===== src/monitor_pkg.sv =====
`default_nettype none
package monitor_pkg;
  // Parameter interface addresses
  localparam logic [15:0] ADDR_SOURCE_SEL   = 16'h0006;
  localparam logic [15:0] ADDR_POLARITY_SEL = 16'h0106;
  localparam logic [15:0] ADDR_PROP_A       = 16'h0108;
  localparam logic [15:0] ADDR_PROP_B       = 16'h010a;
  localparam logic [15:0] ADDR_OFFSET_A     = 16'h0428;
  localparam logic [15:0] ADDR_OFFSET_B     = 16'h042a;
  // Reset and range values
  localparam logic [6:0]  PROP_RESET        = 7'h64;
  localparam logic [6:0]  PROP_MAX          = 7'h64;
  localparam logic [7:0]  SOURCE_RESET      = 8'h00;
  localparam logic [1:0]  POLARITY_RESET    = 2'h0;
  localparam logic [15:0] POLARITY_MAX      = 16'h0003;
  localparam logic signed [15:0] OFFSET_B_RESET = 16'sh0000;
  localparam int          OFFSET_LIMIT_MV   = 800;
  // Source select digit positions and codes
  localparam int          SRC_A_LSB         = 0;
  localparam int          SRC_B_LSB         = 4;
  localparam logic [2:0]  SRC_RESERVED      = 3'h6;
  // Scaling: full scale quantity maps to 8 V at 100 percent
  localparam int          FULL_SCALE_MV     = 8000;
  localparam int          PCT_BASE          = 100;
  localparam int          QTY_MAX           = 32767;
  // Output quantisation, 13 mV per step
  localparam int          LSB_MV            = 13;
  localparam int          RECIP_SHIFT       = 16;
  localparam int          RECIP             = (1 << RECIP_SHIFT) / LSB_MV;
  localparam int          CODE_W            = 11;
  localparam int          CODE_LIMIT        = (FULL_SCALE_MV * RECIP) >> RECIP_SHIFT;
  // Divider geometry
  localparam int          NUM_W             = 36;
  localparam int          DEN_W             = 22;
  localparam int          MAG_CAP_MV        = 9000;

  // Result of one channel's scaling step
  typedef struct packed {
    logic        neg;
    logic [13:0] mag_mv;
  } scaled_t;
endpackage
`default_nettype wire


===== src/scale_divider.sv =====
`default_nettype none
// Serial restoring divider; one quotient bit per clock
module scale_divider #(
  parameter int NW = 36,
  parameter int DW = 22
) (
  input  wire logic          clk,
  input  wire logic          rst,
  input  wire logic          start,
  input  wire logic [NW-1:0] num,
  input  wire logic [DW-1:0] den,
  output logic               done,
  output logic [NW-1:0]      quo
);
  typedef enum logic [1:0] {
    ST_IDLE = 2'b01,
    ST_RUN  = 2'b10
  } div_state_t;

  div_state_t        state_ff;     // Sequencer
  logic [NW-1:0]     shift_ff;     // Dividend shifting out, quotient in
  logic [DW:0]       rem_ff;       // Partial remainder
  logic [DW-1:0]     den_ff;       // Held divisor
  logic [7:0]        cnt_ff;       // Bits left
  logic [DW:0]       trial;        // Remainder with next bit
  logic [DW+1:0]     diff;         // Trial minus divisor

  // Zero divisor yields all ones, which later saturates
  always_comb begin
    trial = {rem_ff[DW-1:0], shift_ff[NW-1]};
    diff  = {1'b0, trial} - {2'b00, den_ff};
  end

  // Sequencer and datapath
  always_ff @(posedge clk) begin
    if (rst) begin
      state_ff <= ST_IDLE;
      shift_ff <= '0;
      rem_ff   <= '0;
      den_ff   <= '0;
      cnt_ff   <= 8'h00;
      done     <= 1'b0;
      quo      <= '0;
    end else begin
      done <= 1'b0;
      case (state_ff)
        ST_IDLE: begin
          if (start) begin
            shift_ff <= num;
            den_ff   <= den;
            rem_ff   <= '0;
            cnt_ff   <= 8'(NW);
            state_ff <= ST_RUN;
          end
        end
        ST_RUN: begin
          if (!diff[DW+1]) begin
            rem_ff   <= diff[DW:0];
            shift_ff <= {shift_ff[NW-2:0], 1'b1};
          end else begin
            rem_ff   <= trial;
            shift_ff <= {shift_ff[NW-2:0], 1'b0};
          end
          cnt_ff <= cnt_ff - 8'h01;
          if (cnt_ff == 8'h01) begin
            // Last bit lands in the same edge as done
            quo      <= {shift_ff[NW-2:0], ~diff[DW+1]};
            done     <= 1'b1;
            state_ff <= ST_IDLE;
          end
        end
        default: state_ff <= ST_IDLE;
      endcase
    end
  end
endmodule
`default_nettype wire


===== src/analog_monitor_output_scaler.sv =====
// Contract
// - Channel A scaled by its proportion percent
// - Channel B scaled by its proportion percent
// - Output saturates at plus or minus 8 V
// - Output quantised at about 13 mV steps
// - Signed offset per channel, -800..800 mV
// - Channel A offset survives restore defaults
// - Polarity setting accepts only 0 to 3
// - Polarity codes map to channel signs
// - Source digit picks quantity; 6 and 7 reserved
`default_nettype none
module analog_monitor_output_scaler #(
  parameter logic signed [15:0] FACTORY_OFFSET_A = 16'sh0000  // Calibration value
) (
  input  wire logic                               clk,
  input  wire logic                               rst,
  input  wire logic                               restore_defaults,
  input  wire logic [15:0]                        param_addr,
  input  wire logic                               param_wr,
  input  wire logic [15:0]                        param_wdata,
  input  wire logic                               param_rd,
  output logic [15:0]                             param_rdata,
  input  wire logic signed [15:0]                 motor_speed,
  input  wire logic signed [15:0]                 motor_torque,
  input  wire logic signed [15:0]                 pulse_cmd_freq,
  input  wire logic signed [15:0]                 speed_cmd,
  input  wire logic signed [15:0]                 torque_cmd,
  input  wire logic signed [15:0]                 bus_voltage,
  output logic signed [monitor_pkg::CODE_W-1:0]   monitor_channel_a,
  output logic signed [monitor_pkg::CODE_W-1:0]   monitor_channel_b
);
  import monitor_pkg::*;

  logic [6:0]         channel_a_proportion_ff;   // Percent, 0..100
  logic [6:0]         channel_b_proportion_ff;
  logic signed [15:0] channel_a_zero_offset_ff;  // mV
  logic signed [15:0] channel_b_zero_offset_ff;
  logic [7:0]         monitor_source_select_ff;  // Two digits
  logic [1:0]         monitor_polarity_select_ff;
  logic               start_ff;                  // Kicks both dividers
  logic [1:0]         done;                      // Divider finished
  logic [NUM_W-1:0]   quo [2];                   // Magnitudes in mV
  logic [NUM_W-1:0]   num [2];
  logic [DEN_W-1:0]   den [2];
  logic [1:0]         qneg;                      // Source sign at start
  logic [1:0]         neg_ff;                    // Sign held over division
  logic [1:0]         pol_neg;                   // Polarity per channel
  logic signed [CODE_W-1:0] code [2];
  logic signed [15:0] qsel [2];
  logic [2:0]         src  [2];
  logic [6:0]         prop [2];
  logic signed [15:0] offs [2];
  scaled_t            scaled [2];

  // Parameter writes; out of range values are refused, register keeps its value
  always_ff @(posedge clk) begin
    if (rst || restore_defaults) begin
      channel_a_proportion_ff    <= PROP_RESET;
      channel_b_proportion_ff    <= PROP_RESET;
      channel_b_zero_offset_ff   <= OFFSET_B_RESET;
      monitor_source_select_ff   <= SOURCE_RESET;
      monitor_polarity_select_ff <= POLARITY_RESET;
    end else if (param_wr) begin
      if (param_addr == ADDR_PROP_A) begin
        if (param_wdata <= 16'(PROP_MAX)) channel_a_proportion_ff <= param_wdata[6:0];
      end else if (param_addr == ADDR_PROP_B) begin
        if (param_wdata <= 16'(PROP_MAX)) channel_b_proportion_ff <= param_wdata[6:0];
      end else if (param_addr == ADDR_OFFSET_B) begin
        if ($signed(param_wdata) >= -16'(OFFSET_LIMIT_MV) &&
            $signed(param_wdata) <= 16'(OFFSET_LIMIT_MV))
          channel_b_zero_offset_ff <= param_wdata;
      end else if (param_addr == ADDR_SOURCE_SEL) begin
        if (param_wdata[15:8] == 8'h00 && !param_wdata[3] && !param_wdata[7])
          monitor_source_select_ff <= param_wdata[7:0];
      end else if (param_addr == ADDR_POLARITY_SEL) begin
        if (param_wdata <= POLARITY_MAX)
          monitor_polarity_select_ff <= param_wdata[1:0];
      end
    end
  end

  // Calibrated offset: only reset and direct writes touch it
  always_ff @(posedge clk) begin
    if (rst) begin
      channel_a_zero_offset_ff <= FACTORY_OFFSET_A;              // Calibration loads here
    end else if (param_wr && param_addr == ADDR_OFFSET_A &&
                 $signed(param_wdata) >= -16'(OFFSET_LIMIT_MV) &&
                 $signed(param_wdata) <= 16'(OFFSET_LIMIT_MV)) begin
      channel_a_zero_offset_ff <= param_wdata;
    end
  end
  // Restore pulse is absent above on purpose: calibration must survive it

  // Registered read port; unmapped addresses read zero
  always_ff @(posedge clk) begin
    if (rst) begin
      param_rdata <= 16'h0000;
    end else if (param_rd) begin
      if (param_addr == ADDR_PROP_A) param_rdata <= {9'h000, channel_a_proportion_ff};
      else if (param_addr == ADDR_PROP_B) param_rdata <= {9'h000, channel_b_proportion_ff};
      else if (param_addr == ADDR_OFFSET_A) param_rdata <= channel_a_zero_offset_ff;
      else if (param_addr == ADDR_OFFSET_B) param_rdata <= channel_b_zero_offset_ff;
      else if (param_addr == ADDR_SOURCE_SEL) param_rdata <= {8'h00, monitor_source_select_ff};
      else if (param_addr == ADDR_POLARITY_SEL) param_rdata <= {14'h0000, monitor_polarity_select_ff};
      else param_rdata <= 16'h0000;
    end
  end

  // Polarity decode: 0 ++, 1 +-, 2 and 3 --
  always_comb begin
    pol_neg[0] = monitor_polarity_select_ff[1];
    pol_neg[1] = monitor_polarity_select_ff != 2'h0;
    src[0]  = monitor_source_select_ff[SRC_A_LSB +: 3];
    src[1]  = monitor_source_select_ff[SRC_B_LSB +: 3];
    prop[0] = channel_a_proportion_ff;
    prop[1] = channel_b_proportion_ff;
    offs[0] = channel_a_zero_offset_ff;
    offs[1] = channel_b_zero_offset_ff;
  end

  // Retrigger both dividers as soon as the previous pass lands
  always_ff @(posedge clk) begin
    if (rst) start_ff <= 1'b1;
    else     start_ff <= done[0];
  end

  for (genvar c = 0; c < 2; c++) begin : g_chan
    // Quantity selection; reserved codes give zero
    always_comb begin
      logic [15:0] qmag;  // Size of the quantity; 16 bits also hold 32768
      qmag = 16'h0000;
      case (src[c])
        3'h0:    qsel[c] = motor_speed;
        3'h1:    qsel[c] = motor_torque;
        3'h2:    qsel[c] = pulse_cmd_freq;
        3'h3:    qsel[c] = speed_cmd;
        3'h4:    qsel[c] = torque_cmd;
        3'h5:    qsel[c] = bus_voltage;
        default: qsel[c] = 16'sh0000;
      endcase
      qneg[c] = qsel[c][15];
      // mV = 8000 * 100 * |q| / (QTY_MAX * percent); zero percent saturates a nonzero quantity
      qmag   = qneg[c] ? 16'(-qsel[c]) : qsel[c];
      num[c] = NUM_W'(qmag) * NUM_W'(FULL_SCALE_MV * PCT_BASE);
      // Zero quantity divides by one, so zero percent cannot make it full scale
      den[c] = (qsel[c] == 16'sh0000) ? DEN_W'(1) : DEN_W'(QTY_MAX) * DEN_W'(prop[c]);
    end

    // Sign follows the sample the divider took
    always_ff @(posedge clk) begin
      if (rst)           neg_ff[c] <= 1'b0;
      else if (start_ff) neg_ff[c] <= qneg[c] ^ pol_neg[c];
    end

    scale_divider #(.NW(NUM_W), .DW(DEN_W)) u_div (
      .clk   (clk),
      .rst   (rst),
      .start (start_ff),
      .num   (num[c]),
      .den   (den[c]),
      .done  (done[c]),
      .quo   (quo[c])
    );

    // Offset, clamp, then quantise to 13 mV steps
    always_comb begin
      logic signed [17:0] mv;
      logic signed [31:0] prod;
      logic signed [17:0] amv;  // Size of the clamped level
      mv = 18'sh0;
      prod = 32'sh0;
      amv = 18'sh0;
      scaled[c].neg    = neg_ff[c];
      scaled[c].mag_mv = (quo[c] > NUM_W'(MAG_CAP_MV)) ? 14'(MAG_CAP_MV) : quo[c][13:0];
      mv = scaled[c].neg ? -$signed({4'h0, scaled[c].mag_mv}) : $signed({4'h0, scaled[c].mag_mv});
      mv = mv + 18'(offs[c]);
      if (mv > 18'sd8000) mv = 18'sd8000;
      else if (mv < -18'sd8000) mv = -18'sd8000;
      // Quantise the size, then restore the sign; flooring a negative level
      // would land one step beyond -8 V
      amv = mv[17] ? -mv : mv;
      prod = 32'(amv) * 32'(RECIP);
      code[c] = mv[17] ? -CODE_W'(prod >>> RECIP_SHIFT)
                       : CODE_W'(prod >>> RECIP_SHIFT);
    end
  end

  // Outputs refresh once per finished pass
  always_ff @(posedge clk) begin
    if (rst) begin
      monitor_channel_a <= '0;
      monitor_channel_b <= '0;
    end else begin
      if (done[0]) monitor_channel_a <= code[0];
      if (done[1]) monitor_channel_b <= code[1];
    end
  end
endmodule
`default_nettype wire


===== config.mk =====
export PLATFORM = sky130hd
export DESIGN_NAME = analog_monitor_output_scaler
export DESIGN_NICKNAME = d
export VERILOG_FILES = /design/src/monitor_pkg.sv /design/src/scale_divider.sv /design/src/analog_monitor_output_scaler.sv
export SDC_FILE = /design/constraint.sdc
export NUM_CORES = 2
export LEC_CHECK = 0
export BUFFER_PORTS_ARGS = -buffer_cell sky130_fd_sc_hd__buf_2
export CORE_UTILIZATION = 50
export DETAILED_ROUTE_END_ITERATION = 16
export PLACE_DENSITY = 0.78
export RECOVER_POWER = 100
export SLEW_MARGIN = 15
export SYNTH_ARGS = -nofsm -noshare
export SYNTH_HDL_FRONTEND = slang
export SYNTH_SLANG_ARGS = --single-unit

===== constraint.sdc =====
create_clock -name clk -period 25.4 [get_ports clk]
set_input_delay 0 -clock clk [delete_from_list [all_inputs] [get_ports clk]]
set_output_delay 0 -clock clk [all_outputs]
set_load 0.02 [all_outputs]

# After elaboration in Yosys (flattened, before gate mapping)

Cells that the tools add are included.
Widths: inputs -> output; s select.

Add/subtract/negate cells: 14
Multipliers: 6
$lt $le $gt $ge: 10
Equality and inequality tests: 26
Muxes and demuxes: 45
Bitwise gates (word level): 10
Reductions and logical operators: 32

Operators by type and width:

| cell                   | count |
|---|---|
| $pmux 16 s6            | 2 |
| $mux 18                | 8 |
| $pmux 36 s2            | 2 |
| $mux 22                | 5 |
| $mux 16                | 6 |
| $pmux 22 s2            | 2 |
| $gt 36x14->1 const B   | 2 |
| $mux 36                | 2 |
| $mul 16x12->28 const B | 2 |
| $mul 18x14->27 const B | 2 |
| $eq 16x9->1 const B    | 3 |
| $sub 23x22->24         | 2 |
| $mul 15x7->22 const A  | 2 |
| $add 18x16->18         | 2 |
| $gt 18x14->1 const B   | 2 |
| $lt 18x14->1 const B   | 2 |
| $neg 14->18            | 2 |
| $neg 18->18            | 2 |
| $eq 16x11->1 const B   | 2 |
| $logic_not 16->1       | 2 |
| $neg 16->16            | 2 |
| $pmux 8 s2             | 2 |
| $mux 14                | 2 |
| $mux 11                | 2 |
| 34 further kinds       | 81 |

Register bits after elaboration: 351
Input bits: 133
Output and inout port bits: 38
Logic and storage cells: 169

# Logic depth before layout (Yosys ltp)

Depth in word-level cells: 13
Gate-level depth with buffers: 67
Mapped depth without buffers: 62

# Cells and area by module

From an unflattened synthesis, not the netlist that was laid out.

Cell total of the unflattened synthesis: 4914
Area, all modules: 40198.6 um^2

Modules (own cells, without submodules):

| module                       | times used | cells each | area an instance (um^2) | sequential area each (um^2) |
|---|---|---|---|---|
| analog_monitor_output_scaler | 1          | 3416       | 28277.1                 | 1941.9 |
| scale_divider                | 2          | 749        | 5960.7                  | 2542.4 |

# Worst setup path after synthesis

OpenSTA, ideal clock, no wires.

Path type: reg2reg
Start: reg g_chan[1].u_div.quo[4]
End: reg monitor_channel_b[10] (netlist bit)
Library setup time: 116 ps
Arrival: 12726 ps
Required time: 25284 ps
Slack: 12559 ps
Stages on the path, launching flop included: 67
Path buffers: 5
Clock period less this slack: 12841 ps
Cell sequence: dfxtp_1 -> clkbuf_1 -> a211oi_1 -> o21ai_0 -> nand2_1 -> nand3_1 -> a31oi_1 -> clkbuf_1 -> clkbuf_1 -> nand2_1 -> ha_1 -> nand2_1 -> or3_1 -> nor3_1 -> nand2_1 -> or3_1 -> nand3_1 -> o21ai_0 -> [31 not listed] -> inv_1 -> ha_1 -> a21o_1 -> a21o_1 -> a21oi_1 -> nand3_1 -> nor3_2 -> nor2_1 -> xor2_1 -> inv_1 -> ha_1 -> o221a_2 -> a311oi_1 -> a21oi_1 -> a21oi_1 -> a21oi_1 -> xnor2_1 -> a31o_1

Longest elaborated chain between the ends: 13
Elaborated cells between the ends (all ways): 14
Those cells by class: 4 x add/sub; 1 x mul; 3 x order compare; 6 x mux

RTL lines:

| item                     | line                                | text |
|---|---|---|
| start: declaration       | scale_divider.sv:13                 | `output logic [NW-1:0] quo` |
| start signal: assignment | scale_divider.sv:67                 | `quo <= {shift_ff[NW-2:0], ~diff[DW+1]};` |
| $gt 36x14->1             | analog_monitor_output_scaler.sv:174 | `scaled[c].mag_mv = (quo[c] > NUM_W'(MAG_CAP_MV)) ? 14'(MAG_CAP_MV) : quo[c][13:0];` |
| $mux 14 *                | analog_monitor_output_scaler.sv:174 |  |
| $neg 14->18              | analog_monitor_output_scaler.sv:175 | `mv = scaled[c].neg ? -$signed({4'h0, scaled[c].mag_mv}) : $signed({4'h0, scaled[c].mag_mv});` |
| $mux 18 *                | analog_monitor_output_scaler.sv:175 |  |
| $add 18x16->18 *         | analog_monitor_output_scaler.sv:176 | `mv = mv + 18'(offs[c]);` |
| $lt 18x14->1             | analog_monitor_output_scaler.sv:178 | `else if (mv < -18'sd8000) mv = -18'sd8000;` |
| $mux 18                  | analog_monitor_output_scaler.sv:178 |  |
| $mux 18 *                | analog_monitor_output_scaler.sv:177 | `if (mv > 18'sd8000) mv = 18'sd8000;` |
| $neg 18->18              | analog_monitor_output_scaler.sv:181 | `amv = mv[17] ? -mv : mv;` |
| $mux 18                  | analog_monitor_output_scaler.sv:181 |  |
| $mul 18x14->27           | analog_monitor_output_scaler.sv:182 | `prod = 32'(amv) * 32'(RECIP);` |
| $neg 11->11              | analog_monitor_output_scaler.sv:183 | `code[c] = mv[17] ? -CODE_W'(prod >>> RECIP_SHIFT)` |
| $mux 11 *                | analog_monitor_output_scaler.sv:183 |  |
| end signal: assignment   | analog_monitor_output_scaler.sv:195 | `if (done[1]) monitor_channel_b <= code[1];` |
| end: declaration         | analog_monitor_output_scaler.sv:30  | `output logic signed [monitor_pkg::CODE_W-1:0] monitor_channel_b` |

Every way passes the cells marked *; elsewhere a longest branch is shown, timed or not.
A chain may end at the register's enable or synchronous reset.

# Worst setup path after layout

Start: reg g_chan[1].u_div.quo[29]
End: reg monitor_channel_b[8] (netlist bit)

Longest elaborated chain between the ends: 13
Elaborated cells between the ends (all ways): 14
Those cells by class: 4 x add/sub; 1 x mul; 3 x order compare; 6 x mux

RTL lines:

| item             | line |
|---|---|
| $gt 36x14->1 *   | analog_monitor_output_scaler.sv:174 |
| $mux 14 *        | analog_monitor_output_scaler.sv:174 |
| $neg 14->18      | analog_monitor_output_scaler.sv:175 |
| $mux 18 *        | analog_monitor_output_scaler.sv:175 |
| $add 18x16->18 * | analog_monitor_output_scaler.sv:176 |
| $lt 18x14->1     | analog_monitor_output_scaler.sv:178 |
| $mux 18          | analog_monitor_output_scaler.sv:178 |
| $mux 18 *        | analog_monitor_output_scaler.sv:177 |
| $neg 18->18      | analog_monitor_output_scaler.sv:181 |
| $mux 18          | analog_monitor_output_scaler.sv:181 |
| $mul 18x14->27   | analog_monitor_output_scaler.sv:182 |
| $neg 11->11      | analog_monitor_output_scaler.sv:183 |
| $mux 11 *        | analog_monitor_output_scaler.sv:183 |

Marks and branches as above.

==> qor.txt <==
Fillcell total: 7,097
Pin count of the biggest net entering global routing: 187
Asr flop ratio synth: 0%
Routed Antenna Nets: 0
Dpl hpwl: 79.3 mm
Max Slew Vio Count: 428
Failing checks: max-capacitance violations, max-slew violations
Ys Warns: 0
Most common cell after layout, fill and taps aside: inv_1
DRT iter0 DRCs: 2,111
Port bufs: 170
Distinct cell type count of the synthesized netlist: 97
Crit end category: flop
Multi-input logic area: 29,400 µm²
Synthesized Nets: 5,807
CTS tree: yes
Crit path DAT: 15.44 ns
Clk slew on worst S/H paths: 0.06 ns
RSZ-0062 raised after global routing: no
Worst hold-check path type: in -> reg
Layout cell share with drive strength beyond 1: 6.83%
Mapped cell area: 39,600 µm²
Pleak: 0.0204 µW
Status: complete, but fails checks
Register area: 7030 µm²
Tightest Pin Transition: 8.26 ns
CTS root buf: clkbuf_16
Maximum VDD drop: 0.0679 mV
Net count, final: 5,895
H-tree depth: 2
Yosys top cell by area: ha_1
Die width: 283 µm
Vias in the first global route: 33,129
Max Buffers Root-to-Sink: 3
DR WL/cell: 16.8 µm
Mapped Cells: 4,814
Initial Utilization: 50.8%
Top FF cell, synth: dfxtp_1
Core area: 77,800 µm²
Number of antenna violations at the first check in global routing: 10
# IOs: 171
DRC viols: 0
Crit-path max cell delay: 0.76 ns
Post-Place Worst Slack: 11.13 ns
Synth Register Bits: 351
Post-layout min period: 15.17 ns
Total clock sinks: 351
Gpl congestion: 0.942
Critical path required time: 25.68 ns
Total track usage: 24.6%
Routed vias/inst: 5.66
Area contributors post-synth: ha_1 (18%), dfxtp_1 (18%), fa_1 (15%), inv_1 (6.2%), nand2_1 (5.1%)
Worst Path Max Fanout: 26
Final WL: 100 mm
Post-synth EDFFs: 0
Die area: 80,200 µm²
PD cells: 58.0 nW/µm²
Die height: 283 µm
Setup TNS: 0 ns
Headroom to the max-slew limit: -450%
First-pass iteration count of the detailed router: 5
Final setup fails: 0
Max-cap violations: 7
Register area share after synthesis: 17.8%
Final hold violations: 0
GRT overflow: 0
Num CTS Buffers: 42
Clock latency on the worst-skew pair: 0.62 ns
Final worst slack: 10.24 ns
Max Clock Skew: 0.0729 ns
P&R area growth vs syn: 8.39%
Post-CTS Resized: 0
FP Rows: 102
Commonest cells after routing, fill and taps aside: inv_1 (656), ha_1 (568), nand2_1 (540)
Crit start category: flop
Syn Area/Cell: 8.22 µm²
Crit path kind: reg -> reg
First-pass GRT wire length: 165 mm
Vias: 33,807
Post-synth top area share: 18.0%
Max frequency: 65.9 MHz
Final period util: 59.7%
CP max-delay cell: ha_1
through the flow:
stage | utilization, % | total power [µW] | hold WS [ns] | area, µm² | cells
floorplan | - | 1610 | 0.125 | 39600 | 4814
global placement | 53.2 | 1820 | 0.294 | 41400 | 5882
detailed placement | 53.2 | 1850 | 0.299 | 41400 | 5882
CTS | 55.3 | 2490 | 0.0104 | 43000 | 5973
global route | 55.1 | 2700 | 0.0354 | 42900 | 5973
finish | 55.1 | 2490 | 0.0356 | 42900 | 5975
flip-flops by register name (all words and copies together) (netlist names), 2 cells and up:
| name | cells |
|---|---|
| g_chan.u_div.rem_ff | 44 |
| channel_a_zero_offset_ff | 16 |
| channel_b_proportion_ff | 7 |
| param_rdata | 16 |
| g_chan.u_div.shift_ff | 72 |
| channel_a_proportion_ff | 7 |
| neg_ff | 2 |
| g_chan.u_div.state_ff | 4 |
| monitor_source_select_ff | 8 |
| g_chan.u_div.quo | 72 |
| monitor_channel_b | 11 |
| g_chan.u_div.cnt_ff | 16 |
| monitor_polarity_select_ff | 2 |
| channel_b_zero_offset_ff | 16 |
| monitor_channel_a | 11 |
| g_chan.u_div.done | 2 |
| g_chan.u_div.den_ff | 44 |
Yosys cell counts (11+ instances only):
| cell type | instances |
|---|---|
| a21boi_0 | 26 |
| xnor2_1 | 144 |
| a211oi_1 | 37 |
| inv_1 | 656 |
| nand3_1 | 105 |
| mux2_2 | 32 |
| a31oi_1 | 32 |
| and3_1 | 29 |
| a21oi_1 | 339 |
| o221a_2 | 17 |
| fa_1 | 292 |
| nor2_1 | 356 |
| nand3b_1 | 15 |
| buf_1 | 11 |
| o21a_1 | 22 |
| a21o_1 | 41 |
| and2_1 | 28 |
| nor3_1 | 80 |
| mux2i_1 | 118 |
| or3_1 | 30 |
| a221oi_1 | 16 |
| a311oi_1 | 12 |
| clkbuf_1 | 167 |
| dfxtp_1 | 351 |
| nor2b_1 | 38 |
| o31ai_1 | 14 |
| a211o_1 | 12 |
| a22oi_1 | 98 |
| nand4_1 | 15 |
| o211ai_1 | 12 |
| ha_1 | 568 |
| or4_1 | 12 |
| xor2_1 | 53 |
| nand2_1 | 540 |
| nand2b_1 | 34 |
| or2_2 | 19 |
| nor3b_1 | 12 |
| o22ai_1 | 11 |
| nor4_1 | 34 |
| o21ai_0 | 206 |
critical path, delay by kind of cell, from the launching register on:
family          cells  cell delay (ns)
xor+xnor            2             0.28
fa+ha+maj          12             5.03
buf+inv             8             1.35
compound gates     16             3.15
simple gates       23             4.60
flops               1             0.30
mux                 1             0.13
logic make-up after synthesis:
logic type,synth area share (%)
and+or+nand+nor,16.1
xor gates and xnor gates,4.36
buffers and inverters,7.93
DFF,17.8
adders and majority gates,32.7
muxes,4.36
AOI/OAI and AO/OA,16.8
worst paths after layout:
path                                              start                      end  slack, ns  cells past startpoint
worst max-delay path            g_chan[1].u_div.quo[29]     monitor_channel_b[8]      10.24                     62
worst min-delay path                      param_addr[5]          param_rdata[10]       0.04                      6
worst max register to register  g_chan[1].u_div.quo[29]     monitor_channel_b[8]      10.24                     62
worst min register to register  g_chan[1].u_div.quo[22]  g_chan[1].u_div.quo[22]       0.45                      2
power breakdown:
part | total, µW | internal (µW) | switching, µW
sequential | 608 | 584 | 24.1
clock | 631 | 368 | 263
combinational | 1250 | 561 | 688
area by class of cell:
type                            instances  area share, %
Antenna cell                            2         0.0117
Clock buffer                           53           2.69
Clock inverter                         22          0.686
Inverter                              656           5.74
Multi-Input combinational cell       3628           68.6
Sequential cell                       351           16.4
Tap cell                             1040           3.03
Timing Repair Buffer                  223           2.82
repair_timing:
item	CTS	global route
setup buffers	0	0
endpoints found under the hold margin	141	0
hold buffers	16	0
setup endpoints to repair	0	0
per-layer routing:
layer	global-route usage, %	wire length [µm]	vias to the layer above	part of all wire [%]
li1	-	-	16659	-
met1	31.5	43600	15945	43
met2	41.7	46500	970	46
met3	3.64	6200	217	6.2
met4	9.27	3930	16	3.9
met5	0	92	-	0.092
Note: power is estimated with default switching activity, not from simulation.
